## config.mk

```make
export PLATFORM = sky130hd
export DESIGN_NAME = rsh_host
export DESIGN_NICKNAME = d
export VERILOG_FILES = /design/src/verilog/rsh_pkg.sv /design/src/verilog/rsh_buf.sv /design/src/verilog/rsh_host.sv
export VERILOG_INCLUDE_DIRS = /design/src /design/src/verilog
export SDC_FILE = /design/constraint.sdc
export NUM_CORES = 1
export LEC_CHECK = 0
export ABC_AREA = 1
export BUFFER_PORTS_ARGS = -buffer_cell sky130_fd_sc_hd__buf_2
export CORE_MARGIN = 4
export CORE_UTILIZATION = 55
export CTS_BUF_LIST = sky130_fd_sc_hd__clkbuf_4 sky130_fd_sc_hd__clkbuf_8
export DETAILED_ROUTE_END_ITERATION = 6
export PLACE_DENSITY = 0.79
export REMOVE_ABC_BUFFERS = 1
export SETUP_SLACK_MARGIN = 0.2
export SLEW_MARGIN = 5
export SYNTH_ARGS = -nofsm -noshare
export SYNTH_HDL_FRONTEND = slang
export SYNTH_SLANG_ARGS = --single-unit
```

## constraint.sdc

```tcl
create_clock -name clk_i -period 3.4 [get_ports clk_i]
set_input_delay 0.34 -clock clk_i [delete_from_list [all_inputs] [get_ports clk_i]]
set_output_delay 0.34 -clock clk_i [all_outputs]
set_load 0.03 [all_outputs]
```

## src/verilog/rsh_consts.svh

```systemverilog
// constants for the reader serial host port controller
`ifndef RSH_CONSTS_SVH
`define RSH_CONSTS_SVH
`define RSH_MODE_WRITE     2'h0
`define RSH_MODE_READ      2'h1
`define RSH_MODE_FIFO      2'h2
`define RSH_MODE_CMD       2'h3
`define RSH_TRAIL_LOAD     6'h00
`define RSH_TRAIL_FIFO_RD  6'h3F
`define RSH_FIFO_MAX       7'h60
`define RSH_CLK_NS         40
`define RSH_SCLK_MIN_NS    167
`define RSH_SSH_MIN_NS     100
`define RSH_NCSL_MIN_NS    25
`define RSH_NCSH_MIN_NS    300
`define RSH_CEIL(t)        (((t) + `RSH_CLK_NS - 1) / `RSH_CLK_NS)
`endif

```

## src/verilog/rsh_pkg.sv

```systemverilog
// types for the reader serial host port controller
package rsh_pkg;
  typedef enum logic [1:0] {
    RSH_OP_WRITE,
    RSH_OP_READ,
    RSH_OP_FIFO_LOAD,
    RSH_OP_FIFO_READ
  } rsh_op_t;

  typedef struct packed {
    rsh_op_t    op;
    logic [5:0] addr;
    logic [6:0] count;
    logic [5:0] cmd;
    logic       has_cmd;
    logic       long_cmd;
  } rsh_req_t;

  typedef struct packed {
    logic sclk;
    logic ss_n;
    logic mosi;
    logic mosi_oe;
  } rsh_pins_t;
endpackage

```

## src/verilog/rsh_buf.sv

```systemverilog
// small byte memory holding staged write data
`timescale 1ns/1ps
module rsh_buf #(
  parameter int DEPTH = 96,
  parameter int AW    = 7
) (
  input  wire logic          clk_i,
  input  wire logic          ce_i,
  input  wire logic          we_i,
  input  wire logic [AW-1:0] waddr_i,
  input  wire logic [7:0]    wdata_i,
  input  wire logic [AW-1:0] raddr_i,
  output logic      [7:0]    rdata_o
);
  logic [7:0] mem [DEPTH];

  always_ff @(posedge clk_i) begin
    if (ce_i && we_i) begin
      mem[waddr_i] <= wdata_i;
    end
  end

  always_ff @(posedge clk_i) begin
    if (ce_i) begin
      rdata_o <= mem[raddr_i];
    end
  end
endmodule // rsh_buf

```

## src/verilog/rsh_host.sv

```systemverilog
// serial port master driving the reader device pins
`timescale 1ns/1ps
`include "rsh_consts.svh"
module rsh_host #(
  parameter int DEPTH    = 96,
  parameter int HALF_CYC = (`RSH_SCLK_MIN_NS + 2 * `RSH_CLK_NS - 1) / (2 * `RSH_CLK_NS),
  parameter int IRQ_WAIT = 100000
) (
  input  wire logic              clk_i,
  input  wire logic              rst_i,
  input  wire logic              ce_i,
  input  wire rsh_pkg::rsh_req_t req_i,
  input  wire logic              req_valid_i,
  output logic                   req_ready_o,
  input  wire logic              wr_valid_i,
  input  wire logic [7:0]        wr_data_i,
  output logic                   wr_ready_o,
  output logic                   rd_valid_o,
  output logic      [7:0]        rd_data_o,
  output logic                   busy_o,
  output logic                   timeout_o,
  input  wire logic              miso_i,
  input  wire logic              irq_i,
  input  wire logic              fifo_ok_i,
  output rsh_pkg::rsh_pins_t     pins_o
);
  import rsh_pkg::*;

  localparam int SSH_CYC  = `RSH_CEIL(`RSH_SSH_MIN_NS);
  localparam int NCSL_CYC = `RSH_CEIL(`RSH_NCSL_MIN_NS);
  localparam int NCSH_CYC = `RSH_CEIL(`RSH_NCSH_MIN_NS);

  typedef enum logic [2:0] {
    ST_IDLE, ST_LEAD, ST_BYTE, ST_NEXT, ST_TAIL, ST_GAP, ST_IRQ
  } rsh_st_t;

  rsh_st_t    st_r;
  rsh_req_t   req_r;
  logic [7:0] sh_r;
  logic [2:0] bit_r;
  logic [6:0] idx_r;
  logic       hdr_r;
  logic       cmd_r;
  logic [16:0] tm_r;
  logic       sclk_r;
  logic       ss_n_r;
  logic       oe_r;
  logic [7:0] rx_r;
  logic [2:0] miso_sync_r;
  logic       miso_r;
  logic       miso_now;
  logic [2:0] irq_sync_r;
  logic       irq_r;
  logic       mosi_r;
  logic [6:0] buf_wa;
  logic [7:0] buf_rd;
  logic       read_op;
  logic [7:0] tx_byte;

  // first header byte: mode bits then six trailer bits, msb first
  function automatic logic [7:0] hdr_byte(input rsh_req_t r);
    case (r.op)
      RSH_OP_WRITE:     hdr_byte = {`RSH_MODE_WRITE, r.addr};
      RSH_OP_READ:      hdr_byte = {`RSH_MODE_READ, r.addr};
      RSH_OP_FIFO_LOAD: hdr_byte = {`RSH_MODE_FIFO, `RSH_TRAIL_LOAD};
      default:          hdr_byte = {`RSH_MODE_FIFO, `RSH_TRAIL_FIFO_RD};
    endcase
  endfunction

  function automatic logic [6:0] clip_cnt(input logic [6:0] c);
    if (c == 7'h00) clip_cnt = 7'h01;
    else if (c > `RSH_FIFO_MAX) clip_cnt = `RSH_FIFO_MAX;
    else clip_cnt = c;
  endfunction

  assign read_op = (req_r.op == RSH_OP_READ) || (req_r.op == RSH_OP_FIFO_READ);

  // outgoing bit: header/command from shifter, write data from memory
  assign tx_byte = (hdr_r || cmd_r) ? sh_r : (buf_rd << (3'h7 - bit_r));

  // level the miso stages settle on at this edge; the registered copy would be a bit late
  assign miso_now = (miso_sync_r[1] == miso_sync_r[2]) ? miso_sync_r[2] : miso_r;

  // pins are asynchronous to us: three stages, change taken when last two agree
  // limitation: read capture needs HALF_CYC of 3 or more so the stages settle before the fall
  always_ff @(posedge clk_i or posedge rst_i) begin
    if (rst_i) begin
      miso_sync_r <= 3'h0;
      miso_r      <= 1'b0;
      irq_sync_r  <= 3'h0;
      irq_r       <= 1'b0;
    end else if (ce_i) begin
      miso_sync_r <= {miso_sync_r[1:0], miso_i};
      miso_r      <= miso_now;
      irq_sync_r  <= {irq_sync_r[1:0], irq_i};
      if (irq_sync_r[1] == irq_sync_r[2]) begin
        irq_r <= irq_sync_r[2];
      end
    end
  end

  // write bytes are staged before select falls so the byte stream never stalls
  assign wr_ready_o  = (st_r == ST_IDLE) && !req_valid_i && (idx_r < DEPTH[6:0]);
  assign req_ready_o = (st_r == ST_IDLE);
  assign buf_wa      = idx_r;

  rsh_buf #(.DEPTH(DEPTH), .AW(7)) u_buf (
    .clk_i   (clk_i),
    .ce_i    (ce_i),
    .we_i    (wr_valid_i && wr_ready_o),
    .waddr_i (buf_wa),
    .wdata_i (wr_data_i),
    .raddr_i (idx_r),
    .rdata_o (buf_rd)
  );

  // main sequencer; select high between sessions resets the device port
  always_ff @(posedge clk_i or posedge rst_i) begin
    if (rst_i) begin
      st_r      <= ST_IDLE;
      req_r     <= '0;
      sh_r      <= 8'h00;
      bit_r     <= 3'h0;
      idx_r     <= 7'h00;
      hdr_r     <= 1'b0;
      cmd_r     <= 1'b0;
      tm_r      <= 17'h0;
      sclk_r    <= 1'b0;
      ss_n_r    <= 1'b1;
      oe_r      <= 1'b0;
      mosi_r    <= 1'b0;
      rx_r      <= 8'h00;
      rd_valid_o <= 1'b0;
      rd_data_o <= 8'h00;
      timeout_o <= 1'b0;
    end else if (ce_i) begin
      rd_valid_o <= 1'b0;
      if (wr_valid_i && wr_ready_o) begin
        idx_r <= idx_r + 7'h01;
      end
      case (st_r)
        ST_IDLE: begin
          ss_n_r <= 1'b1;
          sclk_r <= 1'b0;
          oe_r   <= 1'b0;
          if (req_valid_i) begin
            req_r <= req_i;
            req_r.count <= clip_cnt(req_i.count);
            timeout_o <= 1'b0;
            // fifo modes need the device enabled and oscillator stable
            if ((req_i.op == RSH_OP_FIFO_LOAD || req_i.op == RSH_OP_FIFO_READ) && !fifo_ok_i
                && !req_i.has_cmd) begin
              idx_r <= 7'h00;
            end else begin
              st_r   <= ST_LEAD;
              ss_n_r <= 1'b0;
              tm_r   <= 17'(NCSL_CYC);
              cmd_r  <= req_i.has_cmd;
              hdr_r  <= 1'b1;
              sh_r   <= req_i.has_cmd ? {`RSH_MODE_CMD, req_i.cmd} : hdr_byte(req_i);
              idx_r  <= 7'h00;
              oe_r   <= 1'b1;
            end
          end
        end
        ST_LEAD: begin
          if (tm_r == 17'h0) begin
            st_r  <= ST_BYTE;
            bit_r <= 3'h7;
            tm_r  <= 17'(HALF_CYC);
          end else begin
            tm_r <= tm_r - 17'h1;
          end
        end
        ST_BYTE: begin
          if (tm_r != 17'h0) begin
            tm_r <= tm_r - 17'h1;
          end else if (!sclk_r) begin
            sclk_r <= 1'b1; // device launches read bit here
            // our bit changes on the rise too, so it stands still across the sampling fall
            mosi_r <= tx_byte[7];
            tm_r   <= 17'(HALF_CYC);
          end else begin
            // falling edge: device samples our bit, we capture its bit
            sclk_r <= 1'b0;
            rx_r   <= {rx_r[6:0], miso_now};
            sh_r   <= {sh_r[6:0], 1'b0};
            tm_r   <= 17'(HALF_CYC);
            if (bit_r == 3'h0) begin
              st_r <= ST_NEXT;
            end else begin
              bit_r <= bit_r - 3'h1;
            end
          end
        end
        ST_NEXT: begin
          bit_r <= 3'h7;
          if (!hdr_r && read_op) begin
            rd_valid_o <= 1'b1;
            rd_data_o  <= rx_r;
          end
          if (cmd_r) begin
            cmd_r <= 1'b0;
            if (req_r.long_cmd) begin
              st_r <= ST_TAIL;
              tm_r <= 17'(NCSH_CYC);
            end else begin
              // immediate command chains straight into the mode byte, unless a fifo mode is refused for lack of fifo_ok_i
              if ((req_r.op == RSH_OP_FIFO_LOAD || req_r.op == RSH_OP_FIFO_READ) && !fifo_ok_i) begin
                st_r <= ST_TAIL;
                tm_r <= 17'(NCSH_CYC);
              end else begin
                sh_r <= hdr_byte(req_r);
                st_r <= ST_BYTE;
                tm_r <= 17'(HALF_CYC);
              end
            end
          end else if (hdr_r || idx_r + 7'h01 < req_r.count) begin
            // in register modes the device advances its address for each further byte; fifo modes push or pop instead
            if (!hdr_r) begin
              idx_r <= idx_r + 7'h01;
            end
            hdr_r <= 1'b0;
            oe_r  <= !read_op;
            st_r  <= ST_BYTE;
            tm_r  <= 17'(HALF_CYC);
          end else begin
            st_r <= ST_TAIL;
            tm_r <= 17'(NCSH_CYC);
          end
        end
        ST_TAIL: begin
          // whole bytes only, so no write or fifo byte is cut short
          if (tm_r == 17'h0) begin
            ss_n_r <= 1'b1;
            oe_r   <= 1'b0;
            idx_r  <= 7'h00;
            if (req_r.has_cmd && req_r.long_cmd) begin
              st_r <= ST_IRQ;
              tm_r <= 17'(IRQ_WAIT);
            end else begin
              st_r <= ST_GAP;
              tm_r <= 17'(SSH_CYC);
            end
          end else begin
            tm_r <= tm_r - 17'h1;
          end
        end
        ST_IRQ: begin
          // no serial activity until the device flags completion or IRQ_WAIT cycles pass
          if (irq_r) begin
            st_r <= ST_GAP;
            tm_r <= 17'(SSH_CYC);
          end else if (tm_r == 17'h0) begin
            timeout_o <= 1'b1;
            st_r      <= ST_GAP;
            tm_r      <= 17'(SSH_CYC);
          end else begin
            tm_r <= tm_r - 17'h1;
          end
        end
        ST_GAP: begin
          if (tm_r == 17'h0) begin
            st_r <= ST_IDLE;
          end else begin
            tm_r <= tm_r - 17'h1;
          end
        end
        default: st_r <= ST_IDLE;
      endcase
    end
  end

  assign busy_o         = (st_r != ST_IDLE);
  assign pins_o.sclk    = sclk_r;
  assign pins_o.ss_n    = ss_n_r;
  assign pins_o.mosi    = oe_r ? mosi_r : 1'b0;
  assign pins_o.mosi_oe = oe_r;
endmodule // rsh_host

```

==> run metrics <==
core area between 60000 and 70000 µm²; Buffers on Ports between 50 and 60; layout cells sized above 1 approximately 11%; Synth Area in Adders less than 1%; Worst EP arrival 3.30 ns; DRC Markers 0; Avg WL per Cell about 19 µm; Initial DRC Count roughly 3500; die area slightly above 70000 µm²; critical path buffer and inverter count 3; crit start category flip-flop; Synth Warn # 0; Slowest-stage cell, CP nor2_1; Std-Cell Rows 95; Hold WC Path Type input pin to flip-flop; Crit. End Element flip-flop; CTS tree done; Tcrit/Tclk final a little over four fifths; largest net degree at the start of global routing ~110; DR vias about 28000; Area growth syn-to-layout 12.70%; Synth Cell Area 37520 µm²; Pwr Total around 32000 µW; Mean Syn Cell Area approximately 9.7 µm²; CTS Root Cell clkbuf_8; post-DR vias/cell between 5 and 6; Final ANT Viol Nets 0; Max VDD drop between 700 and 800 µV; Final Hold Viols 0; Leakage Power roughly 0.018 µW; total clock sinks about 860; number of global-route vias before repair approximately 26000; Worst EP required around 3.8 ns; Post-CTS Setup Inserts 0; slew at the pin closest to its max-slew limit 1.201 ns; fmax 346.8 MHz; post-synthesis simple-gate area fraction between 20 and 30%; CTS Buf Count about 140; Die Width approximately 270 µm; Clk Latency, worst-skew pair approximately 0.80 ns; Tmin final just under 3 ns; Cell Chain, Critical Path buf_12 > nand3_1 > inv_1 > nand2_1 > buf_4 > nor2_1; Yosys reg bits ~860; compound-gate portion of the synthesized area around 3.0%; Slew headroom 19.93%; # hold bufs at CTS 27; antenna violations before repair 2; Layout Nets approximately 4100; mux contribution to synthesized area less than 1%; DRT Pass-1 Iters 6; routability cong. approximately 0.96; total wire length between 90 and 100 mm; status completed; Final WS setup 0.5161 ns; cells after synthesis a little under 4000; H-tree depth 4; final core utilization 62.75%; Power Density approximately 760 nW/µm²; final setup fails 0; Reg clk slew, reported paths 0.06 ns; pre-CTS WS approximately 0.58 ns; Crit Path Max Fanout 97; unrepaired setup endpoints after global routing false; starting density of the core a little under three fifths; largest family of logic cells by synthesized area simple AND/OR/NAND/NOR gates; first-pass GRT wire length approximately 150 mm; family with the most delay on the worst path buffers and inverters; CP Class flip-flop to flip-flop; io pins 56; Die Y around 270 µm; GR Overflow Total 0; max cap viols 0; sequential fraction of the synthesis area about two thirds; max incr delay on CP 0.55 ns; Slew Limit Fails 0; post-synthesis cell type count between 40 and 50; Synth Area in XOR/XNOR 0.2101%; CTS max path bufs 3; gr usage total about a quarter; dpl hpwl between 50 and 60 mm; Setup Skew ~0.047 ns; Post-CTS Resized 0
==> routing by layer <==
metal,wire [µm],GRT usage [%]
met3,10160,5.459
met4,3460,11.11
met1,36790,34.66
met2,43990,40.75
met5,49,0.3947
==> worst min-delay path: stages <==
cell,delay [ns]
buf_2,0.08
a22oi_1,0.08
nand2_1,0.06
o221ai_1,0.10
o21ai_1,0.16
==> layout by cell type, fill, tap and decap left out, types with 7 or more instances in the layout <==
| master | n |
|---|---|
| a21oi_1 | 74 |
| a22oi_1 | 7 |
| buf_12 | 9 |
| buf_2 | 47 |
| buf_4 | 153 |
| clkbuf_4 | 45 |
| clkbuf_8 | 142 |
| clkinv_1 | 27 |
| clkinv_2 | 10 |
| dfrtp_1 | 83 |
| dlygate4sd3_1 | 27 |
| edfxtp_1 | 776 |
| ha_1 | 10 |
| inv_1 | 130 |
| inv_2 | 7 |
| nand2_1 | 2128 |
| nand3_1 | 53 |
| nand4_1 | 26 |
| nor2_1 | 212 |
| nor3_1 | 9 |
| o21ai_0 | 89 |
| o21ai_1 | 8 |
| xor2_1 | 8 |
==> through the flow <==
step                      setup TNS [ns]  instance area [µm²]  hold WS (ns)  cells
after detailed placement               0                39410        0.4220   4755
after global placement                 0                39410        0.4090   4755
after CTS                              0                42290       0.01601   5020
after floorplan                 -5488.47                36730        0.4389   3673
final                                  0                42290       0.07263   5021
after global routing                   0                42290       0.07339   5021
==> logic make-up (layout without fill, tap and decap cells) <==
| group | Yosys count | count (layout) |
|---|---|---|
| and+or+nand+nor | 2445 | 2445 |
| DFF | 863 | 863 |
| buffers and inverters | 319 | 614 |
| AOI/OAI and AO/OA | 205 | 205 |
| adders and majority gates | 10 | 10 |
| xor gates and xnor gates | 9 | 9 |
| muxes | 1 | 1 |
| other | 0 | 1 |
==> layout make-up <==
cell class	instances	area (µm²)
diodes	1	2.502
clock buffers	187	2292
clock inverters	51	309.0
fillers	5137	25110
inverters	140	539.3
multi-input cells	2670	10730
flip-flops and latches	863	25490
well taps	873	1092
repair buffers	236	1834
==> synthesized netlist by cell type, drive strengths merged <==
library cell  number  area [µm²]
a211oi             1       7.510
a21boi             1       7.510
a21oi             74       370.4
a221oi             1       8.760
a22oi              7       52.55
a311oi             2       17.52
a31oi              3       18.77
a32oi              1       8.760
buf              104       511.7
clkbuf            75       281.5
clkinv             1       3.750
dfrtp             86        2152
dfstp              1       26.28
edfxtp           776       23300
ha                10       125.1
inv              139       521.8
mux2               1       11.26
nand2           2131        8006
nand3             54       275.3
nand3b             2       15.01
nand4             27       175.2
nor2             218       849.6
nor3               9       45.04
nor4               2       12.51
o2111ai            1       8.760
o211ai             5       37.54
o21ai            102       529.3
o221ai             1       8.760
o22ai              4       25.02
o311ai             1       8.760
o31ai              1       7.510
or2                2       12.51
xnor2              1       8.760
xor2               8       70.07
==> worst paths after layout <==
kind / start / endpoint / slack, ns / cells past startpoint
worst min register to register: irq_sync_r[1] / irq_sync_r[1] / 0.47 / 2
worst max-delay path: buf_wa[0] / u_buf.mem[67][0] / 0.52 / 6
worst min-delay path: req_i[3] / sh_r[1] / 0.07 / 5
min in group asynchronous: rst_i / tm_r[6] / 0.14 / 3
max in group asynchronous: rst_i / ss_n_r / 2.53 / 4
worst max register to register: buf_wa[0] / u_buf.mem[67][0] / 0.52 / 6
==> report_power, final <==
part	switching, µW	internal [µW]
clock	4020	4460
combinational	8290	3080
sequential	359	12000
total	12700	19600
==> flip-flops by register name (all words and copies together) (netlist names), 3 cells and up <==
signal and flops:
bit_r 3, buf_wa 7, irq_sync_r 3, miso_sync_r 3
rd_data_o 8, req_r 17, rx_r 8, sh_r 8
st_r 3, tm_r 17, u_buf.mem 768, u_buf.rdata_o 8
Power figures use the tool's default switching activity.
